`src/common/ulmcs_pkg.sv`:
```
// package: register map, fields, reset values and states of the line/modem block
package ulmcs_pkg;

  localparam int unsigned AW        = 3;
  localparam int unsigned DW        = 8;
  localparam int unsigned DATA_BITS = 8;

  // register offsets; data and enable share their slots with the divisor
  localparam logic [AW-1:0] OFS_DATA = 3'h0;
  localparam logic [AW-1:0] OFS_IEN  = 3'h1;
  localparam logic [AW-1:0] OFS_LFC  = 3'h3;
  localparam logic [AW-1:0] OFS_MOC  = 3'h4;
  localparam logic [AW-1:0] OFS_LST  = 3'h5;
  localparam logic [AW-1:0] OFS_MIS  = 3'h6;

  // line_format_control fields
  localparam int LF_PAR_EN = 3;
  localparam int LF_EVEN   = 4;
  localparam int LF_FORCE  = 5;
  localparam int LF_BREAK  = 6;
  localparam int LF_DIV    = 7;

  // modem_output_control fields
  localparam int MO_TERM   = 0;
  localparam int MO_REQ    = 1;
  localparam int MO_AUX1   = 2;
  localparam int MO_INT_EN = 3;
  localparam int MO_LOOP   = 4;

  // interrupt_enable_reg fields
  localparam int IE_RX   = 0;
  localparam int IE_THRE = 1;
  localparam int IE_LS   = 2;
  localparam int IE_MS   = 3;

  // values after reset
  localparam logic [7:0]  LFC_RST = 8'h00;
  localparam logic [4:0]  MOC_RST = 5'h00;
  localparam logic [3:0]  IEN_RST = 4'h0;
  localparam logic [15:0] DIV_RST = 16'h0010;

  // frame lengths in bits: start, data, optional parity, stop
  localparam logic [3:0] TX_LEN_PAR   = 4'hb;
  localparam logic [3:0] TX_LEN_NOPAR = 4'ha;
  // cycles after reset before modem deltas are armed
  localparam logic [1:0] PRIME_CYC    = 2'h3;

  typedef enum logic [1:0] {RX_IDLE, RX_START, RX_BITS, RX_MARK} ulmcs_rx_st_type;

  // parity bit for a character; forced mode ignores the data
  function automatic logic ulmcs_par_bit(input logic [7:0] d, input logic even,
                                         input logic frc);
    ulmcs_par_bit = frc ? ~even : (even ? ^d : ~^d);
  endfunction : ulmcs_par_bit

endpackage : ulmcs_pkg

```
`src/common/ulmcs_rx_if.sv`:
```
// interface: receiver configuration and received-character results
`timescale 1ns/1ns
interface ulmcs_rx_if;
  logic [15:0] bit_cyc;
  logic        par_en;
  logic        par_even;
  logic        par_frc;
  logic        done;
  logic [7:0]  data;
  logic        perr;
  logic        ferr;
  logic        brk;

  modport ctl (output bit_cyc, par_en, par_even, par_frc,
               input  done, data, perr, ferr, brk);
  modport rx  (input  bit_cyc, par_en, par_even, par_frc,
               output done, data, perr, ferr, brk);
endinterface : ulmcs_rx_if

```
`src/rtl/ulmcs_top.sv`:
```
// top: line format, modem control, line status and modem status of one channel
`timescale 1ns/1ns

module ulmcs_top (
  input  wire logic                     ref_clk,
  input  wire logic                     rst_b,
  input  wire logic [ulmcs_pkg::AW-1:0] reg_addr,
  input  wire logic [ulmcs_pkg::DW-1:0] reg_wdata,
  input  wire logic                     reg_wr,
  input  wire logic                     reg_rd,
  output logic      [ulmcs_pkg::DW-1:0] reg_rdata,
  input  wire logic                     serial_in,
  output logic                          serial_out,
  input  wire logic                     clear_to_send_in_n,
  input  wire logic                     data_set_ready_in_n,
  input  wire logic                     ring_indicator_in_n,
  input  wire logic                     carrier_detect_in_n,
  output logic                          terminal_ready_out_n,
  output logic                          request_to_send_out_n,
  output logic                          general_output_two_n,
  output logic                          irq_out,
  output logic                          irq_oe
);
  import ulmcs_pkg::*;

  // software registers
  logic [7:0]  lfc_r;
  logic [4:0]  moc_r;
  logic [3:0]  ien_r;
  logic [15:0] div_r;

  // pin synchronisers: {cd, ri, dsr, cts, rx}
  logic [4:0]  sync1_r;
  logic [4:0]  sync2_r;

  // transmit side
  logic [7:0]  thr_r;
  logic        thr_full_r;
  logic        tx_busy_r;
  logic [10:0] tx_sh_r;
  logic [3:0]  tx_left_r;
  logic [15:0] tx_cnt_r;

  // receive holding register and its tags
  logic [7:0]  rhr_r;
  logic        rx_full_r;
  logic        perr_r;
  logic        ferr_r;
  logic        brk_r;
  logic        ovr_r;
  logic        ls_pend_r;

  // modem status history
  logic [3:0]  ms_r;
  logic [3:0]  delta_r;
  logic [1:0]  prime_r;
  logic [3:0]  ms_hit;

  // output flops
  logic        serial_out_r;
  logic        term_n_r;
  logic        rts_n_r;
  logic        op2_n_r;
  logic        irq_r;
  logic        irq_oe_r;
  logic [7:0]  rdata_r;

  ulmcs_rx_if rxc ();

  // mode bits
  wire dlab = lfc_r[LF_DIV];
  wire loop = moc_r[MO_LOOP];

  // address decode; divisor access swaps the low two slots
  wire hit_data = (reg_addr == OFS_DATA);
  wire hit_ien  = (reg_addr == OFS_IEN);
  wire wr_data  = reg_wr & hit_data & ~dlab;
  wire wr_dll   = reg_wr & hit_data & dlab;
  wire wr_ien   = reg_wr & hit_ien & ~dlab;
  wire wr_dlm   = reg_wr & hit_ien & dlab;
  wire wr_lfc   = reg_wr & (reg_addr == OFS_LFC);
  wire wr_moc   = reg_wr & (reg_addr == OFS_MOC);
  wire rd_data  = reg_rd & hit_data & ~dlab;
  wire rd_lst   = reg_rd & (reg_addr == OFS_LST);
  wire rd_mis   = reg_rd & (reg_addr == OFS_MIS);

  // a zero divisor would stall both shifters, so it counts as one
  wire [15:0] bit_cyc = (div_r == 16'h0000) ? 16'h0001 : div_r;
  wire [15:0] bit_m1  = bit_cyc - 16'h0001;

  // transmit framing
  wire        tx_bit_end = (tx_cnt_r == 16'h0000);
  wire        tx_take    = ~tx_busy_r & thr_full_r;
  wire        tx_par     = ulmcs_par_bit(thr_r, lfc_r[LF_EVEN], lfc_r[LF_FORCE]);
  wire [10:0] tx_frame   = lfc_r[LF_PAR_EN] ? {1'h1, tx_par, thr_r, 1'h0}
                                            : {2'h3, thr_r, 1'h0};
  wire [3:0]  tx_len     = lfc_r[LF_PAR_EN] ? TX_LEN_PAR : TX_LEN_NOPAR;
  wire        tx_line    = ~tx_busy_r | tx_sh_r[0];
  wire        tx_int     = tx_line & ~lfc_r[LF_BREAK];
  wire        thr_full_nxt = wr_data | (thr_full_r & ~tx_take);

  // receiver source: pin after sync, or our own transmit line in loopback
  wire rx_src = loop ? tx_int : sync2_r[0];

  // receive holding: a new character against a full holder is dropped unless that holder is read in the same cycle
  wire rx_done   = rxc.done;
  wire rx_ovr    = rx_done & rx_full_r & ~rd_data;
  wire rx_load   = rx_done & ~rx_ovr;
  wire rx_tag    = rxc.perr | rxc.ferr | rxc.brk;
  wire rx_full_nxt = rx_load | (rx_full_r & ~rd_data);

  // line status bits
  wire thre    = ~thr_full_r;
  wire temt    = thre & ~tx_busy_r;
  wire err_any = perr_r | ferr_r | brk_r;
  wire [7:0] lst_val = {err_any, temt, thre, brk_r, ferr_r, perr_r, ovr_r, rx_full_r};

  // modem status: pins inverted, or loop from control bits
  wire [3:0] ms_pin  = ~sync2_r[4:1];
  wire [3:0] ms_loop = {moc_r[MO_INT_EN], moc_r[MO_AUX1], moc_r[MO_TERM], moc_r[MO_REQ]};
  wire [3:0] ms_now  = loop ? ms_loop : ms_pin;
  wire       primed  = (prime_r == PRIME_CYC);
  wire [7:0] mis_val = {ms_now, delta_r};

  // per-input change detectors; ring only counts the end of ringing
  for (genvar i = 0; i < 4; i++) begin : g_delta
    if (i == 2) begin : g_ring
      assign ms_hit[i] = primed & ms_r[i] & ~ms_now[i];
    end else begin : g_any
      assign ms_hit[i] = primed & (ms_r[i] ^ ms_now[i]);
    end
  end

  // interrupt request from enabled sources
  wire irq_nxt = (ien_r[IE_RX] & rx_full_r)
               | (ien_r[IE_THRE] & thre)
               | (ien_r[IE_LS] & ls_pend_r)
               | (ien_r[IE_MS] & (|delta_r));

  // read data selection; reserved bits and holes read zero
  wire [7:0] rd_mux =
      hit_data                 ? (dlab ? div_r[7:0]  : rhr_r)          :
      hit_ien                  ? (dlab ? div_r[15:8] : {4'h0, ien_r})  :
      (reg_addr == OFS_LFC)    ? lfc_r                                 :
      (reg_addr == OFS_MOC)    ? {3'h0, moc_r}                         :
      (reg_addr == OFS_LST)    ? lst_val                               :
      (reg_addr == OFS_MIS)    ? mis_val                               :
                                 8'h00;

  // receiver configuration
  assign rxc.bit_cyc  = bit_cyc;
  assign rxc.par_en   = lfc_r[LF_PAR_EN];
  assign rxc.par_even = lfc_r[LF_EVEN];
  assign rxc.par_frc  = lfc_r[LF_FORCE];

  ulmcs_rx i_ulmcs_rx (
    .ref_clk (ref_clk),
    .rst_b   (rst_b),
    .rx_line (rx_src),
    .cfg     (rxc)
  );

  // two-stage synchronisers; idle level of every pin is high
  always_ff @(posedge ref_clk or negedge rst_b) begin
    if (!rst_b) begin
      sync1_r <= 5'h1f;
      sync2_r <= 5'h1f;
    end else begin
      sync1_r <= {carrier_detect_in_n, ring_indicator_in_n, data_set_ready_in_n,
                  clear_to_send_in_n, serial_in};
      sync2_r <= sync1_r;
    end
  end

  // software-written registers
  always_ff @(posedge ref_clk or negedge rst_b) begin
    if (!rst_b) begin
      lfc_r <= LFC_RST;
      moc_r <= MOC_RST;
      ien_r <= IEN_RST;
      div_r <= DIV_RST;
    end else begin
      if (wr_lfc) lfc_r <= reg_wdata;
      if (wr_moc) moc_r <= reg_wdata[4:0];
      if (wr_ien) ien_r <= reg_wdata[3:0];
      if (wr_dll) div_r[7:0] <= reg_wdata;
      if (wr_dlm) div_r[15:8] <= reg_wdata;
    end
  end

  // holding register; a write in the cycle of the move keeps it full
  always_ff @(posedge ref_clk or negedge rst_b) begin
    if (!rst_b) begin
      thr_r      <= 8'h00;
      thr_full_r <= 1'b0;
    end else begin
      if (wr_data) thr_r <= reg_wdata;
      thr_full_r <= thr_full_nxt;
    end
  end

  // transmit shifter, lsb first, one bit per bit_cyc cycles
  always_ff @(posedge ref_clk or negedge rst_b) begin
    if (!rst_b) begin
      tx_busy_r <= 1'b0;
      tx_sh_r   <= 11'h7ff;
      tx_left_r <= 4'h0;
      tx_cnt_r  <= 16'h0000;
    end else if (tx_take) begin
      tx_busy_r <= 1'b1;
      tx_sh_r   <= tx_frame;
      tx_left_r <= tx_len;
      tx_cnt_r  <= bit_m1;
    end else if (tx_busy_r && tx_bit_end) begin
      tx_busy_r <= (tx_left_r != 4'h1);
      tx_sh_r   <= {1'h1, tx_sh_r[10:1]};
      tx_left_r <= tx_left_r - 4'h1;
      tx_cnt_r  <= bit_m1;
    end else if (tx_busy_r) begin
      tx_cnt_r  <= tx_cnt_r - 16'h0001;
    end
  end

  // receive holding and its error tags travel with the character
  always_ff @(posedge ref_clk or negedge rst_b) begin
    if (!rst_b) begin
      rhr_r     <= 8'h00;
      rx_full_r <= 1'b0;
      perr_r    <= 1'b0;
      ferr_r    <= 1'b0;
      brk_r     <= 1'b0;
    end else begin
      rx_full_r <= rx_full_nxt;
      if (rx_load) begin
        rhr_r  <= rxc.data;
        perr_r <= rxc.perr;
        ferr_r <= rxc.ferr;
        brk_r  <= rxc.brk;
      end else if (rd_data) begin
        perr_r <= 1'b0;
        ferr_r <= 1'b0;
        brk_r  <= 1'b0;
      end
    end
  end

  // sticky overrun and line interrupt; a new event beats the clearing read
  always_ff @(posedge ref_clk or negedge rst_b) begin
    if (!rst_b) begin
      ovr_r     <= 1'b0;
      ls_pend_r <= 1'b0;
    end else begin
      ovr_r     <= rx_ovr | (ovr_r & ~rd_lst);
      ls_pend_r <= rx_ovr | (rx_load & rx_tag) | (ls_pend_r & ~rd_lst);
    end
  end

  // modem history; deltas are held off until the synchronisers settle
  always_ff @(posedge ref_clk or negedge rst_b) begin
    if (!rst_b) begin
      ms_r    <= 4'h0;
      delta_r <= 4'h0;
      prime_r <= 2'h0;
    end else begin
      ms_r    <= ms_now;
      delta_r <= ms_hit | (delta_r & {4{~rd_mis}});
      if (!primed) prime_r <= prime_r + 2'h1;
    end
  end

  // pin drivers; loopback parks all four of these pins at their idle level
  always_ff @(posedge ref_clk or negedge rst_b) begin
    if (!rst_b) begin
      serial_out_r <= 1'b1;
      term_n_r     <= 1'b1;
      rts_n_r      <= 1'b1;
      op2_n_r      <= 1'b1;
    end else begin
      serial_out_r <= loop | tx_int;
      term_n_r     <= loop | ~moc_r[MO_TERM];
      rts_n_r      <= loop | ~moc_r[MO_REQ];
      op2_n_r      <= loop | ~moc_r[MO_INT_EN];
    end
  end

  // interrupt pin and read data
  always_ff @(posedge ref_clk or negedge rst_b) begin
    if (!rst_b) begin
      irq_r    <= 1'b0;
      irq_oe_r <= 1'b0;
      rdata_r  <= 8'h00;
    end else begin
      irq_r    <= irq_nxt;
      irq_oe_r <= moc_r[MO_INT_EN];
      rdata_r  <= reg_rd ? rd_mux : 8'h00;
    end
  end

  assign reg_rdata             = rdata_r;
  assign serial_out            = serial_out_r;
  assign terminal_ready_out_n  = term_n_r;
  assign request_to_send_out_n = rts_n_r;
  assign general_output_two_n  = op2_n_r;
  assign irq_out               = irq_r;
  assign irq_oe                = irq_oe_r;

endmodule : ulmcs_top

```
`src/rtl/ulmcs_rx.sv`:
```
// serial receiver: start detect, mid-bit sampling, parity, framing and break
`timescale 1ns/1ns
module ulmcs_rx (
  input wire logic ref_clk,
  input wire logic rst_b,
  input wire logic rx_line,
  ulmcs_rx_if.rx   cfg
);
  import ulmcs_pkg::*;

  ulmcs_rx_st_type st_r;
  logic [15:0]     cnt_r;
  logic [3:0]      idx_r;
  logic [8:0]      frm_r;
  logic            done_r;
  logic [7:0]      data_r;
  logic            perr_r;
  logic            ferr_r;
  logic            brk_r;

  // bit timing and end-of-frame checks
  wire        cnt_end  = (cnt_r == 16'h0000);
  wire [3:0]  last_idx = cfg.par_en ? 4'h9 : 4'h8;
  wire [15:0] half     = (cfg.bit_cyc[15:1] == 15'h0000) ? 16'h0000 // start seen late, so aim early
                       : {1'b0, cfg.bit_cyc[15:1]} - 16'h0001;
  wire [15:0] full_m1  = cfg.bit_cyc - 16'h0001;
  wire        exp_par  = ulmcs_par_bit(frm_r[7:0], cfg.par_even, cfg.par_frc);
  wire        perr_w   = cfg.par_en & (frm_r[8] != exp_par);
  wire        brk_w    = (frm_r[7:0] == 8'h00) & ~(cfg.par_en & frm_r[8]) & ~rx_line;

  // one state machine walks the frame; a low stop bit waits for mark again
  always_ff @(posedge ref_clk or negedge rst_b) begin
    if (!rst_b) begin
      st_r   <= RX_IDLE;
      cnt_r  <= 16'h0000;
      idx_r  <= 4'h0;
      frm_r  <= 9'h000;
      done_r <= 1'b0;
      data_r <= 8'h00;
      perr_r <= 1'b0;
      ferr_r <= 1'b0;
      brk_r  <= 1'b0;
    end else begin
      done_r <= 1'b0;
      unique case (st_r)
        RX_IDLE: begin
          cnt_r <= half;
          if (!rx_line) st_r <= RX_START;
        end
        RX_START: begin
          if (!cnt_end) cnt_r <= cnt_r - 16'h0001;
          else if (rx_line) st_r <= RX_IDLE; // glitch shorter than half a bit
          else begin
            st_r  <= RX_BITS;
            cnt_r <= full_m1;
            idx_r <= 4'h0;
          end
        end
        RX_BITS: begin
          if (!cnt_end) cnt_r <= cnt_r - 16'h0001;
          else if (idx_r != last_idx) begin
            frm_r[idx_r] <= rx_line;
            idx_r        <= idx_r + 4'h1;
            cnt_r        <= full_m1;
          end else begin
            done_r <= 1'b1;
            data_r <= frm_r[7:0];
            perr_r <= perr_w;
            ferr_r <= ~rx_line;
            brk_r  <= brk_w;
            st_r   <= rx_line ? RX_IDLE : RX_MARK;
          end
        end
        RX_MARK: if (rx_line) st_r <= RX_IDLE;
      endcase
    end
  end

  assign cfg.done = done_r;
  assign cfg.data = data_r;
  assign cfg.perr = perr_r;
  assign cfg.ferr = ferr_r;
  assign cfg.brk  = brk_r;

endmodule : ulmcs_rx

```
`config.mk`:
```
export PLATFORM = sky130hd
export DESIGN_NAME = ulmcs_top
export DESIGN_NICKNAME = d
export VERILOG_FILES = /design/src/common/ulmcs_pkg.sv /design/src/common/ulmcs_rx_if.sv /design/src/rtl/ulmcs_top.sv /design/src/rtl/ulmcs_rx.sv
export SDC_FILE = /design/constraint.sdc
export NUM_CORES = 1
export LEC_CHECK = 0
export BUFFER_PORTS_ARGS = -buffer_cell sky130_fd_sc_hd__clkbuf_2
export CORE_UTILIZATION = 62
export CTS_CLUSTER_SIZE = 28
export DETAILED_ROUTE_END_ITERATION = 8
export PLACE_DENSITY = 0.8
export REMOVE_ABC_BUFFERS = 1
export SLEW_MARGIN = 10
export SYNTH_ARGS = -nofsm -noshare
export SYNTH_HDL_FRONTEND = slang
export SYNTH_SLANG_ARGS = --single-unit
```
`constraint.sdc`:
```
create_clock -name ref_clk -period 2.9 [get_ports ref_clk]
set_input_delay 0.87 -clock ref_clk [delete_from_list [all_inputs] [get_ports ref_clk]]
set_output_delay 0.87 -clock ref_clk [all_outputs]
set_load 0.02 [all_outputs]
```
# Word-level counts from Yosys, hierarchy flattened
# Cells that the tools add are included.
# op_classes
add_sub_neg	7
magnitude_cmp	2
n_eq_ne	21
n_mux	57
bitwise_logic	76
reduce_logical	24
# op_table
op	count
$mux W16	9
$mux W8	9
$logic_not A16 Y1	3
$pmux W16 S3	1
$sub A16 B1 Y16 const B	3
$and A1 B1 Y1	36
$mux W4	7
$mux W11	2
$mux W1	17
$not A1 Y1	17
$or A1 B1 Y1	17
$reduce_xnor A8 Y1	2
$reduce_xor A8 Y1	2
$sub A15 B1 Y16 const B	1
$logic_not A15 Y1	1
$mux W2	7
$mux W10	1
$reduce_and A5 Y1	2
$bwmux W9	1
$eq A3 B3 Y1 const B	3
$reduce_and A3 Y1	3
$logic_not A8 Y1	1
$ne A2 B1 Y1 const B	4
$pmux W2 S4	1
other kinds (26)	37
# word_totals
ff_bits	165
inputBits	20
out_inout_bits	14

# Longest topological paths before layout
# Gate-level depths: netlist (run 1).
# logic_depth
ltp_word	10
ltp_mapped	11

# By module
# Synthesis (run 1) repeated with hierarchy kept, for this count alone.
# unflattened
cells_unflattened	935
hier_area_um2	9245.1
# by_module_without_submodules
module	n_inst	cells_each	area_per_inst_um2
ulmcs_top	1	575	6119.6
ulmcs_rx	1	360	3125.5

# Worst setup path after synthesis (run 1)
# Ideal clock, no wire load.
# synth_path
path_kind	register -> register
from	register div_r[4]
to	register i_ulmcs_rx.cnt_r[10]
setup_ns	0.128
arrival_time_ns	2.552
t_required_ns	2.772
path_slack_ns	0.221
stages_incl_launch_ff	12
n_path_buf	1
synth_period_minus_slack_ns	2.679
path_cell_list	dfstp_2 buf_2 nor4_4 and2_1 a31oi_1 ha_1 nor3b_1 nand3_1 xor2_1 nand3_1 a32oi_1 o21ai_0
# synth_via
elab_chain_len	6
elab_cells_between_ends	11
cone_classes	2 x add/sub; 7 x mux; 2 x reduce/logical
# synth_lines
element	line	source
from (decl)	ulmcs_top.sv:30	logic [15:0] div_r;
from (signal assigned)	ulmcs_top.sv:186	if (wr_dll) div_r[7:0] <= reg_wdata;
$logic_not A16 Y1	ulmcs_top.sv:88	wire [15:0] bit_cyc = (div_r == 16'h0000) ? 16'h0001 : div_r;
$mux W16 *	ulmcs_top.sv:88	
$sub A16 B1 Y16	ulmcs_rx.sv:26	wire [15:0] full_m1 = cfg.bit_cyc - 16'h0001;
$mux W16 (on tied branches)	ulmcs_rx.sv:61, ulmcs_rx.sv:52	
$mux W16 (on tied branches)	ulmcs_rx.sv:60, ulmcs_rx.sv:51	
$pmux W16 S3 *	ulmcs_rx.sv:45	unique case (st_r)
to (signal assigned)	ulmcs_rx.sv:47	cnt_r <= half;
to (signal assigned)	ulmcs_rx.sv:60	if (!cnt_end) cnt_r <= cnt_r - 16'h0001;
to (signal assigned)	ulmcs_rx.sv:64	cnt_r <= full_m1;
to (decl)	ulmcs_rx.sv:12	logic [15:0] cnt_r;
# Every way passes the cells marked *; elsewhere a longest branch is shown, timed or not. The select of a mux whose other input is x is not followed.
# A chain may end at the register's enable or synchronous reset.

# Worst setup path in the final report (run 1)
# layout_path
from	register i_ulmcs_rx.cnt_r[0]
to	register i_ulmcs_rx.cnt_r[2]
# layout_via
elab_chain_len	3
elab_cells_between_ends	8
cone_classes	1 x add/sub; 2 x eq/ne; 3 x mux; 2 x reduce/logical
# layout_lines
element	line	source
from (signal assigned)	ulmcs_rx.sv:47	
from (signal assigned)	ulmcs_rx.sv:51	if (!cnt_end) cnt_r <= cnt_r - 16'h0001;
from (signal assigned)	ulmcs_rx.sv:55	cnt_r <= full_m1;
$sub A16 B1 Y16 / $logic_not A16 Y1 (equally long branches)	ulmcs_rx.sv:51, ulmcs_rx.sv:60, ulmcs_rx.sv:22	
$mux W16 (tied with other cells)	ulmcs_rx.sv:60	
$pmux W16 S3 / $reduce_and A3 Y1 (equally long branches)	--	
# Parallel ways exist; a longest one is shown, timed or not.

==> results.cfg, run 1 <==
[synthesis]
synth_cells = 880
yosys.cell_types.count = 80
synth_top_flop_cell = dfrtp_1
synth_warnings = 0
synth_mux_area_share_pct = 9.69
synth.area.top_cells = dfrtp_1 39%, dfstp_2 7.4%, mux2_2 6.3%
synthAdderAreaFrac_pct = 2.95
synth_xor_area_share_pct = 6.09
ys_seq_elements = 164
ys_top_cells_by_count = 139 x dfrtp_1, 91 x nand2_1, 60 x nor2_1
avgSynthCellArea_um2 = 10.1
synth_top_family_by_area = simple AND/OR/NAND/NOR gates
ys_async_sr_fraction_pct = 100
yosys.area_share.simple_pct = 17.9
synth-seq-area-share_pct = 46.4
synth_edf_count = 0
synth_compound_area_share_pct = 13.2
yosysMostFrequentCell = dfrtp_1
syn_area_mm2 = 0.00891
synthDominantCellAreaShare_pct = 39.0
yosysTopAreaCell = dfrtp_1

[critical_path]
startpoint = i_ulmcs_rx.cnt_r[0]
cp.required_ns = 3.25
crit_fanout = 16
timing.reg2reg.setup_slack_ns = 0.28
arrival_ns = 2.97
crit_path_start_kind = flip-flop
worstSetupPathType = reg2reg
reg2reg_from = i_ulmcs_rx.cnt_r[0]
end_kind = flip-flop

[timing]
setup_violations = 0
period_share_pct = 90.4
slew-limit-headroom_pct = 43.0
fin_setup_tns_ns = 0
finalCriticalPeriod_ns = 2.62
max_clock_freq_mhz = 381
grt_setup_unrepaired = false
drv_slew = 0
hold_slack_ns = 0.357
tightest_slew_ns = 0.855
fin_skew_ns = 0.0108
hold_viol = 0

[cells_and_area]
num_antenna_cells = 0
final_area_mm2 = 0.0100
layout-drive-gt1-share_pct = 22.0
syn2layout_area_growth_pct = 12.4
nNetsFinal = 961

[global_route]
grt_pass1_wl_um = 37100
antenna_found_initial = 0
grt_max_degree = 64
grt.overflow.total = 0
grt_usage_pct = 33.7
first_global_vias = 6997

[power]
power.leakage_uw = 0.00439
peakVddDrop_mv = 0.512
powerDensity_mw_per_mm2 = 940

[floorplanning]
initial_core_util_pct = 64.0
core_mm2 = 0.0139
die_y_um = 122
ioPinCount = 34
die_w_um = 122
dieArea_mm2 = 0.0149
rows = 43

[clocking]
path_clk_slew_ns = 0.08
insertion_delay_ns = 0.44
htreeDepth = 4
numCtsBuffers = 17
cts_tree = done
cts_root_buffer = clkbuf_16
clk_path_buf_depth = 2
clkSinkCount = 164
ctsHoldBuffers = 0

[drt]
num_vias = 7017
via_per_inst = 6.30
first_pass_iters = 5
wire_per_inst_um = 21.1
drt_iter0_drc = 523
drc = 0
routed_wl_um = 23400
drtAntennaViolNets = 0

[place]
gp_congestion = 0.914
numPortBuffers = 33
dpl-instance-area_mm2 = 0.00939
dp_hpwl_um = 16800

[run_status]
status = completed

[flow_run]
max_cap_viol_count = 0

[hold_path]
hold_path_startpoint = sync1_r[2]
hold_class = reg2reg
==> flip-flops by register name, indices dropped and copies added, names as in the netlist, 5 cells and up <==
signal	flops
i_ulmcs_rx.frm_r	9
sync1_r	5
sync2_r	5
div_r	16
rhr_r	8
thr_r	8
reg_rdata	8
i_ulmcs_rx.cfg.data	8
lfc_r	8
tx_sh_r	10
moc_r	5
tx_cnt_r	16
i_ulmcs_rx.cnt_r	16
==> layout by cell type (no fill, tap or decap), types with 9 or more instances in the layout <==
cell type	instances
dfrtp_1	139
nand2_1	91
nor2_1	60
o21ai_0	51
mux2_2	50
inv_1	37
xnor2_1	32
clkbuf_2	32
buf_4	31
mux2i_1	30
nand3_1	29
xor2_1	29
a21oi_1	27
dfstp_2	25
ha_1	21
clkbuf_16	18
a31oi_1	17
nand2b_1	13
nor2b_1	10
nand4_1	10
nor3_1	9
==> timing repair <==
item,CTS,global route
endpoints found under the setup margin,0,1
gates resized for setup,0,1
buffers inserted,0,0
hold endpoints to repair,0,0
==> worst paths after layout <==
kind | end | depth (start not counted)
worst max-delay path | i_ulmcs_rx.cnt_r[2] | 9
worst min-delay path | sync2_r[2] | 0
worst max register to register | i_ulmcs_rx.cnt_r[2] | 9
worst min register to register | sync2_r[2] | 0
max in group asynchronous | serial_out | 2
min in group asynchronous | delta_r[2] | 1
==> routing by layer <==
metal | vias up | part of all wire, % | global-route usage, %
li1 | 3216 | - | -
met5 | - | 0 | 0
met1 | 3465 | 42 | 43.5
met3 | 66 | 5.8 | 6.74
met2 | 270 | 49 | 54.7
met4 | 0 | 4.0 | 15.4
==> worst max-delay path: stages (launching register included) <==
cell     delay (ns)
dfrtp_1        0.41
inv_1          0.09
ha_1           0.25
nor3b_1        0.19
and3_4         0.19
and2_2         0.26
a21oi_2        0.71
buf_4          0.25
nor2_1         0.05
a31oi_1        0.15
==> per-stage QoR <==
step | utilization, % | total power, µW | worst slack (ns) | cells
after global routing | 71.9 | 9890 | 0.110 | 1113
final | 71.9 | 9420 | 0.277 | 1113
after global placement | 67.4 | 6870 | 0.345 | 1081
after CTS | 71.9 | 9350 | 0.227 | 1113
after floorplan | - | 5790 | 0.296 | 835
after detailed placement | 67.4 | 6990 | 0.244 | 1081
==> layout make-up <==
type                            instances  area [µm²]
Sequential cell                       164        4140
Inverter                               37         139
Timing Repair Buffer                   66         444
Clock buffer                           18         450
Fill cell                             977        3920
Clock inverter                         14         173
Multi-Input combinational cell        634        4450
Tap cell                              180         225
==> where the power goes <==
part / internal [µW] / switching, µW
clock: 1220 / 1100
sequential: 2920 / 690
combinational: 1460 / 2030
==> cells by family (layout without fill, tap and decap cells) <==
logic type | count (synthesis) | count (layout)
AOI/OAI and AO/OA | 178 | 178
xor gates and xnor gates | 62 | 62
adders and majority gates | 21 | 21
buffers and inverters | 82 | 135
DFF | 164 | 164
muxes | 80 | 80
and+or+nand+nor | 293 | 293
(Power assumes the default switching activity.)
==> run 2, diff against run 1 <==
- CORE_UTILIZATION: 62 -> 63
- PLACE_DENSITY: 0.8 -> 0.81
- SYNTH_HIERARCHICAL: not set -> 1
==> results.cfg, run 2 <==
[run_status]
status = completed

[power]
powerDensity_mw_per_mm2 = 911
power_frac_seq_pct = 35.6
internal-power_uw = 5790
p_clk_share_pct = 22.9
power.leakage_uw = 0.00460
switching_share_pct = 40.0
peakVddDrop_mv = 0.575
switching_power_uw = 3860
p_comb_share_pct = 41.5

[timing]
drv_slew = 0
setup_violations = 0
period_share_pct = 97.7
hold_viol = 0
grt_setup_unrepaired = true
fin_skew_ns = 0.00838
slew-limit-headroom_pct = 30.4
tightest_slew_ns = 1.03
finalCriticalPeriod_ns = 2.83
max_clock_freq_mhz = 353
hold_slack_ns = 0.357

[synthesis]
synth_edf_count = 0
avgSynthCellArea_um2 = 9.89
syn_area_mm2 = 0.00925
synth_warnings = 6
synth_top_flop_cell = dfrtp_1
yosysTopAreaCell = dfrtp_1
yosysMostFrequentCell = dfrtp_1
synth_cells = 935
ys_async_sr_fraction_pct = 100
synthDominantCellAreaShare_pct = 37.6
synth.area.top_cells = dfrtp_1 38%, dfstp_2 7.1%, mux2_2 6.7%
synth-seq-area-share_pct = 44.7
ys_seq_elements = 164
yosys.cell_types.count = 91
ys_top_cells_by_count = 139 x dfrtp_1, 93 x nand2_1, 66 x nor2_1

[critical_path]
crit_buf_inv = 2
crit_slowest_cell = dfstp_2
timing.reg2reg.setup_slack_ns = 0.07
worstSetupPathType = reg2reg
arrival_ns = 3.15
crit_fanout = 3
end_kind = flip-flop
crit_path_start_kind = flip-flop
crit_chain = nor3_2 > and2_4 > a31oi_4 > inv_2 > buf_4 > or3_4 > or3_4 > a31oi_4 > nand3_1 > nor2b_1 > a2111o_1
reg2reg_depth = 11
critical_path.max_stage_delay_ns = 0.54
cpLargestDelayFamily = simple AND/OR/NAND/NOR gates
cp.required_ns = 3.22
reg2reg_from = div_r[4]
r2r-end = i_ulmcs_rx/cnt_r[9]

[cells_and_area]
num_antenna_cells = 0
layout.cells.most_common_list = 139 x dfrtp_1, 93 x nand2_1, 75 x buf_4, 66 x nor2_1, 55 x mux2_2
nNetsFinal = 1041
utilization_pct = 75.1
largestRegisters = div_r (16), i_ulmcs_rx/cnt_r (16), tx_cnt_r (16)
syn2layout_area_growth_pct = 14.5
layout-drive-gt1-share_pct = 27.5
layout_commonest_cell = dfrtp_1

[clocking]
numCtsBuffers = 17
cts_root_buffer = clkbuf_16
clk_path_buf_depth = 2
ctsHoldBuffers = 0
cts_tree = done
insertion_delay_ns = 0.44
path_clk_slew_ns = 0.07
clkSinkCount = 164
htreeDepth = 4

[floorplanning]
dieArea_mm2 = 0.0152
die_w_um = 123
ioPinCount = 34
core_mm2 = 0.0141
die_y_um = 123
initial_core_util_pct = 65.6
rows = 43

[drt]
via_per_inst = 6.58
num_vias = 7853
first_pass_iters = 5
wire_per_inst_um = 20.6
routed_wl_um = 24500
drc = 0
drtAntennaViolNets = 0
drt_iter0_drc = 930

[global_route]
grt.overflow.total = 0
antenna_found_initial = 0
grt_usage_pct = 34.3
first_global_vias = 7503
grt_max_degree = 65
grt_pass1_wl_um = 39200

[place]
dp_hpwl_um = 17100
numPortBuffers = 33
gp_congestion = 0.978

[hold_path]
hold_path_startpoint = sync1_r[4]
min_to = sync2_r[4]
hold_depth = 0
hold_class = reg2reg

[flow_run]
max_cap_viol_count = 0
## run 2: cell types whose count changed after synthesis, moves of 8 or more
cell / delta
nor3_1: +21
xnor2_1: -8
buf_2: -8
clkbuf_1: +18
or2_2: +9
xor2_1: -13
## run 2: routing by layer
layer	GRT usage, %	wire, µm	vias up
met5	0	0	-
met4	13.6	751	0
met3	6.41	1910	82
met2	53.8	11700	430
met1	47.0	10200	3816
li1	-	-	3525
## run 2: timing repair
action,CTS,global route
buffers inserted,2,0
gates resized for setup,9,8
pin swaps,5,10
endpoints found under the setup margin,6,11
## run 2: worst max-delay path by stage
| stage | start | endpoint | slack, ns | depth (start not counted) |
|---|---|---|---|---|
| final | div_r[4] | i_ulmcs_rx/cnt_r[9] | 0.07 | 11 |
| after global routing | div_r[4] | i_ulmcs_rx/cnt_r[7] | -0.06 | 12 |
| after CTS | div_r[4] | i_ulmcs_rx/cnt_r[12] | -0.01 | 12 |
| after detailed placement | div_r[4] | i_ulmcs_rx/cnt_r[6] | -0.15 | 12 |
| after global placement | div_r[4] | i_ulmcs_rx/cnt_r[12] | -0.09 | 12 |
| after floorplan | i_ulmcs_rx/cnt_r[9] | i_ulmcs_rx/cnt_r[12] | -0.36 | 11 |
## run 2: power by group through the flow
stage | Clock [µW] | Combinational (µW) | Sequential (µW)
6_report | 2210 | 4010 | 3430
5_1_grt | 2320 | 4330 | 3490
4_1_cts | 2230 | 3900 | 3410
3_5_place_dp | 0 | 3810 | 3440
3_3_place_gp | 0 | 3710 | 3410
2_1_floorplan | 0 | 2250 | 3520
## run 2: through the flow
stage	instance area [µm²]	TNS (ns)	setup slack, ns	instances	power (µW)
3_5_place_dp	9910	-0.304	-0.151	1160	7240
2_1_floorplan	8930	-0.661	-0.365	871	5770
5_1_grt	10600	-0.149	-0.0578	1194	10100
6_report	10600	0	0.0666	1194	9650
3_3_place_gp	9910	-0.122	-0.0861	1160	7120
4_1_cts	10600	-0.0118	-0.0118	1194	9530
## run 2: layout make-up
class | count | area (µm²)
Inverter | 33 | 124
Sequential cell | 164 | 4140
Timing Repair Buffer | 111 | 777
Multi-Input combinational cell | 674 | 4740
Tap cell | 180 | 225
Clock buffer | 17 | 425
Fill cell | 962 | 3510
Clock inverter | 15 | 161
## run 2: logic make-up (layout without fill, tap and decap cells)
group	Yosys count	after routing	synth area share (%)
muxes	84	84	9.84
adders and majority gates	20	20	2.71
xor gates and xnor gates	41	41	3.88
AOI/OAI and AO/OA	205	205	15.7
buffers and inverters	97	176	4.79
and+or+nand+nor	324	324	18.4
DFF	164	164	44.7
==> run 3, diff against run 2 <==
- CORE_ASPECT_RATIO: not set -> 1.1
==> results.cfg, run 3 (same netlist as run 2, synthesis figures left out) <==
[floorplanning]
rows = 46
core_mm2 = 0.0144
dieArea_mm2 = 0.0152
die_y_um = 129
ioPinCount = 34
die_w_um = 118
initial_core_util_pct = 64.3

[drt]
drtAntennaViolNets = 0
drt_iter0_drc = 735
wire_per_inst_um = 21.1
first_pass_iters = 6
via_per_inst = 6.56
num_vias = 7942
drc = 0
routed_wl_um = 25500

[power]
finalPower_uw = 9880
peakVddDrop_mv = 0.484
powerDensity_mw_per_mm2 = 923
power.leakage_uw = 0.00464

[timing]
grt_setup_unrepaired = true
setup_violations = 0
finalCriticalPeriod_ns = 2.87
hold_viol = 0
max_clock_freq_mhz = 348
period_share_pct = 99.0
drv_slew = 0
fin_skew_ns = 0.0141
slew-limit-headroom_pct = 34.9
tightest_slew_ns = 0.969

[clocking]
numCtsBuffers = 17
htreeDepth = 4
insertion_delay_ns = 0.44
cts_tree = done
path_clk_slew_ns = 0.07
clkSinkCount = 164
cts_root_buffer = clkbuf_16
ctsHoldBuffers = 0
clk_path_buf_depth = 2

[global_route]
grt_usage_pct = 34.3
grt.overflow.total = 0
grt_max_degree = 59
first_global_vias = 7490
antenna_found_initial = 0
grt_pass1_wl_um = 40300

[critical_path]
crit_path_start_kind = flip-flop
arrival_ns = 3.19
crit_fanout = 4
worstSetupPathType = reg2reg
end_kind = flip-flop
cp.required_ns = 3.22

[cells_and_area]
layout-drive-gt1-share_pct = 28.4
syn2layout_area_growth_pct = 15.7
nNetsFinal = 1045
utilization_pct = 74.3
largestRegisters = div_r (16), i_ulmcs_rx/cnt_r (16), tx_cnt_r (16)
layout_commonest_cell = dfrtp_1
num_antenna_cells = 0
layout.cells.most_common_list = 139 x dfrtp_1, 92 x nand2_1, 79 x buf_4, 65 x nor2_1, 55 x mux2_2

[place]
dp_hpwl_um = 17000
numPortBuffers = 33
gp_congestion = 0.944

[run_status]
status = completed

[hold_path]
hold_class = reg2reg

[flow_run]
max_cap_viol_count = 0
## run 3: final timing paths
kind | endpoint | slack (ns) | from | cells after the start
worst max-delay path | tx_cnt_r[10] | 0.03 | div_r[11] | 12
worst min-delay path | sync2_r[1] | 0.36 | sync1_r[1] | 0
worst max register to register | tx_cnt_r[10] | 0.03 | div_r[11] | 12
worst min register to register | sync2_r[1] | 0.36 | sync1_r[1] | 0
max in group asynchronous | serial_out | 1.69 | rst_b | 2
min in group asynchronous | i_ulmcs_rx/cnt_r[6] | 0.42 | rst_b | 1
## run 3: through the flow
step / instance area [µm²] / hold slack [ns] / setup slack [ns] / setup TNS [ns] / std cells
3_3_place_gp: 9930 / 0.346 / -0.0931 / -0.131 / 1173
4_1_cts: 10600 / 0.357 / -0.00554 / -0.00554 / 1210
3_5_place_dp: 9930 / 0.348 / -0.160 / -0.310 / 1173
6_report: 10700 / 0.357 / 0.0303 / 0 / 1210
5_1_grt: 10700 / 0.358 / -0.0578 / -0.220 / 1210
2_1_floorplan: 8930 / 0.345 / -0.365 / -0.661 / 871
## run 3: final cells by class
class,instances,area (µm²)
sequential,164,4140
tap,192,240
clock buffer,19,433
fill,965,3690
clock inverter,13,161
timing repair buffer,115,807
inverter,33,124
multi-input combinational,674,4800
## run 3: worst max-delay path, cell delays in order, from the launching register on
cell     delay, ns
dfrtp_1       0.39
or4_4         0.56
nor4_4        0.25
a31oi_4       0.14
buf_4         0.15
buf_4         0.12
buf_4         0.14
ha_4          0.17
nor3b_4       0.17
nand3_2       0.12
nor2_2        0.05
xor2_1        0.16
a221o_2       0.33
## run 3: routing by layer
| layer | global-route usage, % | up-vias | wire length (µm) |
|---|---|---|---|
| li1 | - | 3537 | - |
| met1 | 44.5 | 3902 | 10300 |
| met2 | 56.5 | 401 | 12200 |
| met3 | 6.65 | 102 | 1900 |
| met4 | 15.2 | 0 | 1100 |
| met5 | 0 | - | 0 |
## run 3: power breakdown
part	total [µW]	switching (µW)	internal, µW
combinational	4140	2350	1790
sequential	3410	499	2910
clock	2330	1030	1300
## run 3: repair_timing
action / 4_1_cts / 5_1_grt
setup buffers: 5 / 1
hold endpoints to repair: 0 / 0
pin swaps: 6 / 14
setup endpoints to repair: 6 / 15
resized for setup: 15 / 15
